### src/hw/lrm_params.svh
// Constants of the local reset and interrupt routing block
`ifndef LRM_PARAMS_SVH
`define LRM_PARAMS_SVH
`define LRM_NUM_CORES 2
`define LRM_SEL_WIDTH 4
`define LRM_SEL_ALL_BIT 3
`define LRM_SEL_CORE0 4'h0
`define LRM_SEL_CORE1 4'h1
`define LRM_CLK_PERIOD_NS 10
`define LRM_STROBE_MIN_PERIODS 12
`define LRM_HOST_HIGH_PERIODS 24
`define LRM_HOST_LOW_PERIODS 24
`define LRM_HOST_HIGH_CYCLES (`LRM_HOST_HIGH_PERIODS * `LRM_CLK_PERIOD_NS / `LRM_CLK_PERIOD_NS)
`define LRM_HOST_LOW_CYCLES (`LRM_HOST_LOW_PERIODS * `LRM_CLK_PERIOD_NS / `LRM_CLK_PERIOD_NS)
`define LRM_HOST_CNT_WIDTH 5
`define LRM_SYNC_STAGES 2
`endif

### src/hw/lrm_pkg.sv
// Types of the local reset and interrupt routing block
package lrm_pkg;
    typedef enum logic [2:0] {
        LRM_HOST_IDLE = 3'b001,
        LRM_HOST_HIGH = 3'b010,
        LRM_HOST_LOW = 3'b100
    } lrm_host_state_t;
    typedef enum logic [2:0] {
        LRM_PIN_RESET = 3'b001,
        LRM_PIN_RELEASE = 3'b010,
        LRM_PIN_IRQ = 3'b100
    } lrm_pin_action_t;
endpackage : lrm_pkg

### src/hw/lrm_sync.sv
// Two-flop synchroniser for a group of pin inputs
`timescale 1ns/1ps
module lrm_sync #(
    parameter int WIDTH = 1,
    parameter logic [WIDTH-1:0] RESET_VALUE = '0
) (
    // Clock and reset
    input wire logic clk,
    input wire logic reset,
    // Data
    input wire logic [WIDTH-1:0] asyncIn,
    output logic [WIDTH-1:0] syncOut
);
    logic [WIDTH-1:0] stage1_reg;

    always_ff @(posedge clk or posedge reset) begin
        if (reset) begin
            stage1_reg <= RESET_VALUE;
            syncOut <= RESET_VALUE;
        end else begin
            stage1_reg <= asyncIn;
            syncOut <= stage1_reg;
        end
    end
endmodule : lrm_sync

### src/hw/lrm_host_pulse.sv
// Host event pulse generator with minimum high and low widths
`timescale 1ns/1ps
`include "lrm_params.svh"
module lrm_host_pulse (
    // Clock and reset
    input wire logic clk,
    input wire logic reset,
    // Request from the cores
    input wire logic eventReq,
    // Output pin and status
    output logic hostEventOut,
    output logic eventTaken
);
    localparam logic [`LRM_HOST_CNT_WIDTH-1:0] HighLast =
        `LRM_HOST_CNT_WIDTH'(`LRM_HOST_HIGH_CYCLES - 1);
    localparam logic [`LRM_HOST_CNT_WIDTH-1:0] LowLast =
        `LRM_HOST_CNT_WIDTH'(`LRM_HOST_LOW_CYCLES - 1);

    lrm_pkg::lrm_host_state_t state_reg;
    logic [`LRM_HOST_CNT_WIDTH-1:0] count_reg;

    // High for 24 periods, then low for at least 25 (24 in LOW, one in IDLE) before another pulse
    always_ff @(posedge clk or posedge reset) begin
        if (reset) begin
            state_reg <= lrm_pkg::LRM_HOST_IDLE;
            count_reg <= '0;
            hostEventOut <= 1'b0;
            eventTaken <= 1'b0;
        end else begin
            eventTaken <= 1'b0;
            unique case (state_reg)
                lrm_pkg::LRM_HOST_IDLE: begin
                    if (eventReq) begin
                        state_reg <= lrm_pkg::LRM_HOST_HIGH;
                        count_reg <= '0;
                        hostEventOut <= 1'b1;
                        eventTaken <= 1'b1;
                    end
                end
                lrm_pkg::LRM_HOST_HIGH: begin
                    if (count_reg == HighLast) begin
                        state_reg <= lrm_pkg::LRM_HOST_LOW;
                        count_reg <= '0;
                        hostEventOut <= 1'b0;
                    end else begin
                        count_reg <= count_reg + 1'b1;
                    end
                end
                lrm_pkg::LRM_HOST_LOW: begin
                    if (count_reg == LowLast) begin
                        state_reg <= lrm_pkg::LRM_HOST_IDLE;
                        count_reg <= '0;
                    end else begin
                        count_reg <= count_reg + 1'b1;
                    end
                end
                default: begin
                    state_reg <= lrm_pkg::LRM_HOST_IDLE;
                    hostEventOut <= 1'b0;
                end
            endcase
        end
    end
endmodule : lrm_host_pulse

### src/hw/local_reset_nmi_mux.sv
// Routing of shared local reset and interrupt requests to the cores
`timescale 1ns/1ps
`include "lrm_params.svh"
module local_reset_nmi_mux (
    // Clock and reset
    input wire logic clk,
    input wire logic reset,
    // Shared pins from the board
    input wire logic reset_irq_strobe_n,
    input wire logic [`LRM_SEL_WIDTH-1:0] core_select,
    input wire logic core_local_reset_n,
    input wire logic coreIrqPin_n,
    // Watchdog requests, one per core
    input wire logic [`LRM_NUM_CORES-1:0] watchdogReset,
    input wire logic [`LRM_NUM_CORES-1:0] watchdogIrq,
    // Power/sleep controller local reset requests
    input wire logic [`LRM_NUM_CORES-1:0] power_sleep_ctrlReset,
    // Chip-level interrupt generation requests
    input wire logic [`LRM_NUM_CORES-1:0] chipIrqReq,
    // Host event requests from the cores
    input wire logic [`LRM_NUM_CORES-1:0] hostEventReq,
    // Outputs to the cores
    output logic [`LRM_NUM_CORES-1:0] coreResetOut_n,
    output logic [`LRM_NUM_CORES-1:0] coreIrqOut_n,
    // Host event pin and per-core acknowledges
    output logic host_event_out,
    output logic [`LRM_NUM_CORES-1:0] hostEventAck
);
    logic strobeSync_n;
    logic [`LRM_SEL_WIDTH-1:0] selSync;
    logic resetPinSync_n;
    logic irqPinSync_n;
    logic [`LRM_NUM_CORES-1:0] pinReset_reg;
    logic [`LRM_NUM_CORES-1:0] pinIrq_reg;
    logic [`LRM_NUM_CORES-1:0] targets;
    lrm_pkg::lrm_pin_action_t action;
    logic anyHostReq;
    logic hostTaken;
    logic hostOwner_reg;
    logic hostPulse;

    // Returns the cores a select code names; reserved codes name none
    function automatic logic [`LRM_NUM_CORES-1:0] decodeTargets(
        input logic [`LRM_SEL_WIDTH-1:0] sel
    );
        logic [`LRM_NUM_CORES-1:0] result;
        result = '0;
        if (sel[`LRM_SEL_ALL_BIT]) begin
            result = '1;
        end else if (sel == `LRM_SEL_CORE0) begin
            result = `LRM_NUM_CORES'(1);
        end else if (sel == `LRM_SEL_CORE1) begin
            result = `LRM_NUM_CORES'(2);
        end
        return result;
    endfunction : decodeTargets

    // Strobe idles high so nothing is decoded out of reset
    lrm_sync #(
        .WIDTH(1),
        .RESET_VALUE(1'b1)
    ) u_strobe_sync (
        .clk(clk),
        .reset(reset),
        .asyncIn(reset_irq_strobe_n),
        .syncOut(strobeSync_n)
    );

    lrm_sync #(
        .WIDTH(`LRM_SEL_WIDTH + 2),
        .RESET_VALUE({{`LRM_SEL_WIDTH{1'b0}}, 2'b11})
    ) u_pin_sync (
        .clk(clk),
        .reset(reset),
        .asyncIn({core_select, core_local_reset_n, coreIrqPin_n}),
        .syncOut({selSync, resetPinSync_n, irqPinSync_n})
    );

    // Which of the three table actions the shared pins ask for
    always_comb begin
        if (!resetPinSync_n) begin
            action = lrm_pkg::LRM_PIN_RESET;
        end else if (irqPinSync_n) begin
            action = lrm_pkg::LRM_PIN_RELEASE;
        end else begin
            action = lrm_pkg::LRM_PIN_IRQ;
        end
    end

    assign targets = decodeTargets(selSync);

    // Pin-driven local reset state per core; held while the strobe is high
    always_ff @(posedge clk or posedge reset) begin
        if (reset) begin
            pinReset_reg <= '0;
        end else if (!strobeSync_n) begin
            unique case (action)
                lrm_pkg::LRM_PIN_RESET: pinReset_reg <= pinReset_reg | targets;
                lrm_pkg::LRM_PIN_RELEASE: pinReset_reg <= pinReset_reg & ~targets;
                lrm_pkg::LRM_PIN_IRQ: pinReset_reg <= pinReset_reg;
            endcase
        end
    end

    // Pin-driven interrupt state per core
    always_ff @(posedge clk or posedge reset) begin
        if (reset) begin
            pinIrq_reg <= '0;
        end else if (!strobeSync_n) begin
            unique case (action)
                lrm_pkg::LRM_PIN_RESET: pinIrq_reg <= pinIrq_reg;
                lrm_pkg::LRM_PIN_RELEASE: pinIrq_reg <= pinIrq_reg & ~targets;
                lrm_pkg::LRM_PIN_IRQ: pinIrq_reg <= pinIrq_reg | targets;
            endcase
        end
    end

    // Merge pin, watchdog, power controller and chip register sources
    always_ff @(posedge clk or posedge reset) begin
        if (reset) begin
            coreResetOut_n <= '1;
            coreIrqOut_n <= '1;
        end else begin
            coreResetOut_n <= ~(pinReset_reg | watchdogReset | power_sleep_ctrlReset);
            coreIrqOut_n <= ~(pinIrq_reg | watchdogIrq | chipIrqReq);
        end
    end

    // Core 0 wins when both cores ask for a host event together
    assign anyHostReq = |hostEventReq;

    lrm_host_pulse u_host_pulse (
        .clk(clk),
        .reset(reset),
        .eventReq(anyHostReq),
        .hostEventOut(hostPulse),
        .eventTaken(hostTaken)
    );

    always_ff @(posedge clk or posedge reset) begin
        if (reset) begin
            host_event_out <= 1'b0;
            hostOwner_reg <= 1'b0;
            hostEventAck <= '0;
        end else begin
            host_event_out <= hostPulse;
            hostOwner_reg <= hostEventReq[0] ? 1'b0 : 1'b1;
            hostEventAck <= '0;
            if (hostTaken) begin
                hostEventAck <= hostOwner_reg ? `LRM_NUM_CORES'(2) : `LRM_NUM_CORES'(1);
            end
        end
    end
endmodule : local_reset_nmi_mux

### config.mk
export PLATFORM = sky130hd
export DESIGN_NAME = local_reset_nmi_mux
export DESIGN_NICKNAME = d
export VERILOG_FILES = /design/src/hw/lrm_pkg.sv /design/src/hw/lrm_sync.sv /design/src/hw/lrm_host_pulse.sv /design/src/hw/local_reset_nmi_mux.sv
export VERILOG_INCLUDE_DIRS = /design/src /design/src/hw
export SDC_FILE = /design/constraint.sdc
export NUM_CORES = 1
export LEC_CHECK = 0
export BUFFER_PORTS_ARGS = -buffer_cell sky130_fd_sc_hd__buf_2
export CORE_AREA = 2 2 45 78
export DETAILED_ROUTE_END_ITERATION = 8
export DIE_AREA = 0 0 47 80
export PLACE_DENSITY = 0.7
export SLEW_MARGIN = 40
export SYNTH_ARGS = -nofsm -noshare
export SYNTH_HDL_FRONTEND = slang
export SYNTH_SLANG_ARGS = --single-unit
### constraint.sdc
create_clock -name clk -period 1.5 [get_ports clk]
set_input_delay 0.375 -clock clk [delete_from_list [all_inputs] [get_ports clk]]
set_output_delay 0.375 -clock clk [all_outputs]
set_load 0.03 [all_outputs]
==> flow_summary.ini, run 1 <==
[cts]
cts_resized = 0
cts_buffer_depth = 2
cts_hold_buffers = 0
post-cts-setup-buffers = 0
htreeDepth = 2
cts_tree = built
clock_sinks = 36
clkTransAtPathRegs_ns = 0.07
insertion_delay_ns = 0.29
root_buffer = clkbuf_8
numCtsBuffers = 5

[sta]
grt_setup_unrepaired = false
finalCritPeriodShare = 0.9838
fin_tns_setup_ns = 0
maxSlewHeadroom = 0.7214
max_freq_ghz = 0.6776
maxSlewViolCount = 0
setup_viol = 0
hold_violations = 0
fin_skew_ns = 0.005995
worst_pin_slew_ns = 0.4178
finalCriticalPeriod_ns = 1.476

[critical_path]
slowest_delay_ns = 0.52
end_kind = flip-flop
worst-endpoint-required_ns = 1.67
crit_type = reg -> reg
cp_max_fo = 4
cp_cell_sequence = or3b_4 -> a2bb2oi_2 -> a211o_1
cp.arrival_ns = 1.65
critPathSlowestCell = dfstp_2
cp-start-kind = flip-flop

[floorplanning]
initial_core_util = 0.4384
fp.dieH_um = 80
die_area_mm2 = 0.003760
num_io_pins = 26
core.rowCount = 27
fp.dieW_um = 47
core-area_mm2 = 0.003108

[synth]
synth_top_area_frac = 0.4591
synth_nets = 120
yosysMostFrequentCell = dfrtp_1
async_reset_ff_frac = 1.000
synth_edf_count = 0
synth_cells = 100
ys_seq_area_frac = 0.6713
yosysUniqueCellTypes = 37
ys_top_cells_by_count = 25 x dfrtp_1, 11 x dfstp_2, 6 x nor3_1, 5 x inv_1, 5 x nor2b_1
synth-main-ff-cell = dfrtp_1
syn_avg_cell_area_um2 = 13.63
ys_ff_latch = 36
synth.cell_area_mm2 = 0.001363
yosys-top-cells-area = dfrtp_1 46%, dfstp_2 21%, nor2b_1 2.3%
yosysTopAreaCell = dfrtp_1
synth_warnings = 0

[global_routing]
grt_max_degree = 37
grt_pass1_wl_um = 3691
overflow = 0
grt_use_total = 0.1472
first_global_vias = 910
antenna_found_initial = 0

[place]
dp_cells = 171
dp_hpwl_um = 1613
portBuffers = 25
gp_congestion = 0.6914
place_area_mm2 = 0.001560

[routing]
post_drt_via_cell_ratio = 4.933
antenna_left = 0
drt-initial-drc-count = 17
route.detailed.drc = 0
wl_per_cell_um = 12.44
first_pass_iters = 4
wirelength_um = 2226
vias = 883

[hold_path]
hp-class = in -> async

[layout]
instances_no_fill = 179
fin_util = 0.5391
register_area_um2 = 914.6
fillers = 275
finalInstanceArea_mm2 = 0.001675
syn2layout_area_growth_pct = 22.96
nets = 155
n_antenna_cell = 0
multi_input_area_um2 = 410.4
drive_gt1_frac = 0.3897

[power_and_ir_drop]
power.density_mw_per_mm2 = 1610
ir_worst_vdd_v = 0.001209
leakage_uw = 0.0007946

[job]
drv_cap = 0

[outcome]
status = finished clean
-- area by class of cell --
| class | instances | share of cell area |
|---|---|---|
| tap | 43 | 0.03211 |
| clock buffer | 5 | 0.04108 |
| clock inverter | 3 | 0.02763 |
| timing repair buffer | 30 | 0.09709 |
| inverter | 5 | 0.01120 |
| sequential | 36 | 0.5459 |
| multi-input combinational | 57 | 0.2450 |
-- power breakdown --
part           total (uW)  switching, uW  internal (uW)
registers            1230           86.0           1140
clock network         858            358            500
logic                 612            343            269
-- final timing paths --
kind	startpoint	endpoint	slack, ns	cells past startpoint
min in group clk	coreIrqPin_n	u_pin_sync.stage1_reg[0]$_DFF_PP1_	0.18	1
worst min-delay path	reset	u_pin_sync.stage1_reg[5]$_DFF_PP0_	0.16	3
worst max-delay path	u_host_pulse.state_reg[0]$_DFFE_PP1P_	u_host_pulse.count_reg[2]$_DFFE_PP0P_	0.02	3
max in group asynchronous	reset	u_host_pulse.state_reg[0]$_DFFE_PP1P_	1.00	3
worst max register to register	u_host_pulse.state_reg[0]$_DFFE_PP1P_	u_host_pulse.count_reg[2]$_DFFE_PP0P_	0.02	3
worst min register to register	u_pin_sync.stage1_reg[4]$_DFF_PP0_	u_pin_sync.syncOut[4]$_DFF_PP0_	0.35	0
-- worst max-delay path, delay by kind of cell, from the launching register on --
family,cells,cell delay (ns)
compound gates,2,0.46
flops,1,0.52
simple gates,1,0.38
-- cells in the final DEF, fill, tap and decap left out, types with 2 or more instances in the layout --
| master | n |
|---|---|
| dfrtp_1 | 25 |
| buf_2 | 25 |
| dfstp_2 | 11 |
| nor3_1 | 6 |
| inv_1 | 5 |
| nor2b_1 | 5 |
| clkbuf_8 | 5 |
| buf_4 | 5 |
| o21ai_0 | 4 |
| nor2_1 | 3 |
| nand3_1 | 3 |
| mux2i_1 | 3 |
| a22o_1 | 2 |
| xnor2_1 | 2 |
| nor4b_1 | 2 |
| o21bai_1 | 2 |
| o2bb2ai_1 | 2 |
| nand4_1 | 2 |
| a21oi_1 | 2 |
-- logic make-up (layout without fill, tap and decap cells) --
kind of cell               Yosys count  in the layout  share of synthesized area
adders and majority gates            1              1                   0.009181
muxes                                4              4                    0.03030
buffers and inverters                7             43                    0.02755
AOI/OAI and AO/OA                   18             18                    0.09826
DFF                                 36             36                     0.6713
and+or+nand+nor                     31             31                     0.1387
xor gates and xnor gates             3              3                    0.02480
-- stage by stage --
step | worst slack (ns) | total power [uW] | hold WS (ns)
after floorplan | 0.003858 | 1697 | 0.3312
after global placement | 0.04309 | 1831 | 0.3320
after detailed placement | 0.03172 | 1857 | 0.3378
after CTS | 0.02191 | 2716 | 0.1688
after global routing | 0.001470 | 2855 | 0.1591
final | 0.02426 | 2698 | 0.1617
-- routing by layer --
layer	global-route usage	vias up	share of wire
met5	0	-	0
met4	0.1056	0	0.032
met3	0.07014	4	0.049
met2	0.2356	21	0.55
met1	0.1363	435	0.37
li1	-	423	-
No activity file was read; power rests on OpenSTA's default activity.
==> inputs of run 2 (changes only) <==
--- a/config.mk
+++ b/config.mk
@@ -11,6 +11,7 @@
 export DETAILED_ROUTE_END_ITERATION = 8
 export DIE_AREA = 0 0 47 80
 export PLACE_DENSITY = 0.7
+export SETUP_SLACK_MARGIN = 0.05
 export SLEW_MARGIN = 40
 export SYNTH_ARGS = -nofsm -noshare
 export SYNTH_HDL_FRONTEND = slang
==> flow_summary.ini, run 2 (synthesis gave the netlist of run 1 again) <==
[cts]
clock_sinks = 36
insertion_delay_ns = 0.29
cts_hold_buffers = 0
root_buffer = clkbuf_8
cts_buffer_depth = 2
cts_tree = built
htreeDepth = 2
clkTransAtPathRegs_ns = 0.07
numCtsBuffers = 5

[routing]
wirelength_um = 2249
route.detailed.drc = 0
antenna_left = 0
wl_per_cell_um = 12.43
first_pass_iters = 4
drt-initial-drc-count = 7
vias = 912
post_drt_via_cell_ratio = 5.039

[floorplanning]
core.rowCount = 27
die_area_mm2 = 0.003760
initial_core_util = 0.4384
core-area_mm2 = 0.003108
fp.dieH_um = 80
fp.dieW_um = 47
num_io_pins = 26

[power_and_ir_drop]
p_int_uw = 1956
switching_share = 0.2900
p_seq_frac = 0.454
ir_worst_vdd_v = 0.0008884
p_sw_uw = 798.9
power.density_mw_per_mm2 = 1621
leakage_uw = 0.0007996
pwr-share-comb = 0.243
clkPwrFrac = 0.303

[critical_path]
crit_type = reg -> reg
worst-endpoint-required_ns = 1.68
path_buf_inv = 0
cp.arrival_ns = 1.62
critPathSlowestCell = dfstp_2
path_delay_family = flip-flops
cp-start-kind = flip-flop
slowest_delay_ns = 0.52
cp_cell_sequence = or3b_4 -> a2bb2oi_2 -> a211o_1
cp_max_fo = 4
end_kind = flip-flop

[job]
drv_cap = 0

[sta]
worst_hold_slack_ns = 0.1631
max_freq_ghz = 0.6922
fin_skew_ns = 0.005673
maxSlewHeadroom = 0.7191
finalCriticalPeriod_ns = 1.445
grt_setup_unrepaired = true
setup_viol = 0
finalCritPeriodShare = 0.9631
fin_tns_setup_ns = 0
maxSlewViolCount = 0
hold_violations = 0
worst_pin_slew_ns = 0.4214

[global_routing]
met1_usage = 0.1541
grt_use_met2 = 0.2315
overflow = 0
grt_use_total = 0.1459
antenna_found_initial = 0
first_global_vias = 908
grt_max_degree = 37
busiest_layer = met2
grt_pass1_wl_um = 3760
use_met3 = 0.04751

[layout]
syn2layout_area_growth_pct = 24.70
final_common_cell = buf_2
fillers = 279
drive_gt1_frac = 0.4203
nets = 157
n_antenna_cell = 0
layout_common_cells = 25 x buf_2, 24 x dfrtp_1, 11 x dfstp_2

[place]
dp_hpwl_um = 1550
gp_congestion = 0.7667
portBuffers = 25

[outcome]
status = finished clean

[hold_path]
hp-class = in -> async
[run 2: what timing repair did]
action                                 4_1_cts  5_1_grt
endpoints found under the hold margin        0        0
resized for setup                            0        3
setup endpoints to repair                    0        5
setup buffers                                0        2
[run 2: final timing paths]
check / from / endpoint / slack [ns] / cells past startpoint
min: reset / u_host_pulse.state_reg[2]$_DFFE_PP0P_ / 0.16 / 3
min reg2reg: u_pin_sync.stage1_reg[4]$_DFF_PP0_ / u_pin_sync.syncOut[4]$_DFF_PP0_ / 0.35 / 0
min in group clk: reset_irq_strobe_n / u_strobe_sync.stage1_reg$_DFF_PP1_ / 0.18 / 1
max in group asynchronous: reset / coreIrqOut_n[0]$_DFF_PP1_ / 1.00 / 3
max reg2reg: u_host_pulse.state_reg[0]$_DFFE_PP1P_ / u_host_pulse.count_reg[2]$_DFFE_PP0P_ / 0.06 / 3
max: u_host_pulse.state_reg[0]$_DFFE_PP1P_ / u_host_pulse.count_reg[2]$_DFFE_PP0P_ / 0.06 / 3
[run 2: through the flow]
| step | setup WS, ns | area [um^2] | utilization | power [uW] | instances |
|---|---|---|---|---|---|
| after floorplan | 0.03049 | 1366 | - | 1712 | 100 |
| after global placement | 0.07172 | 1564 | 0.5032 | 1837 | 171 |
| after detailed placement | 0.05803 | 1564 | 0.5032 | 1876 | 171 |
| after CTS | 0.05057 | 1675 | 0.5391 | 2719 | 179 |
| after global routing | 0.007122 | 1699 | 0.5467 | 2913 | 181 |
| final | 0.05530 | 1699 | 0.5467 | 2755 | 181 |
[run 2: final cells by class]
type / instances / area [um^2] / share of cell area
sequential: 36 / 915.9 / 0.5390
clock inverter: 3 / 42.54 / 0.02504
clock buffer: 5 / 68.82 / 0.04050
timing repair buffer: 32 / 177.7 / 0.1046
multi-input combinational: 57 / 417.9 / 0.2459
tap: 43 / 53.80 / 0.03166
inverter: 5 / 22.52 / 0.01325
[run 2: worst min-delay path, stage by stage]
cell and delay [ns]:
buf_2 0.09, inv_1 0.04, buf_4 0.37
[run 2: power groups by stage]
| stage | registers (uW) | logic, uW | clock network, uW |
|---|---|---|---|
| floorplan | 1310 | 401 | 0 |
| global placement | 1250 | 583 | 0 |
| detailed placement | 1260 | 612 | 0 |
| CTS | 1250 | 613 | 857 |
| global route | 1280 | 734 | 900 |
| finish | 1250 | 670 | 834 |
[run 2: per-layer routing]
metal / wire length [um] / up-vias
li1: - / 429
met1: 864 / 455
met2: 1195 / 21
met3: 109 / 7
met4: 79 / 0
met5: 0 / -
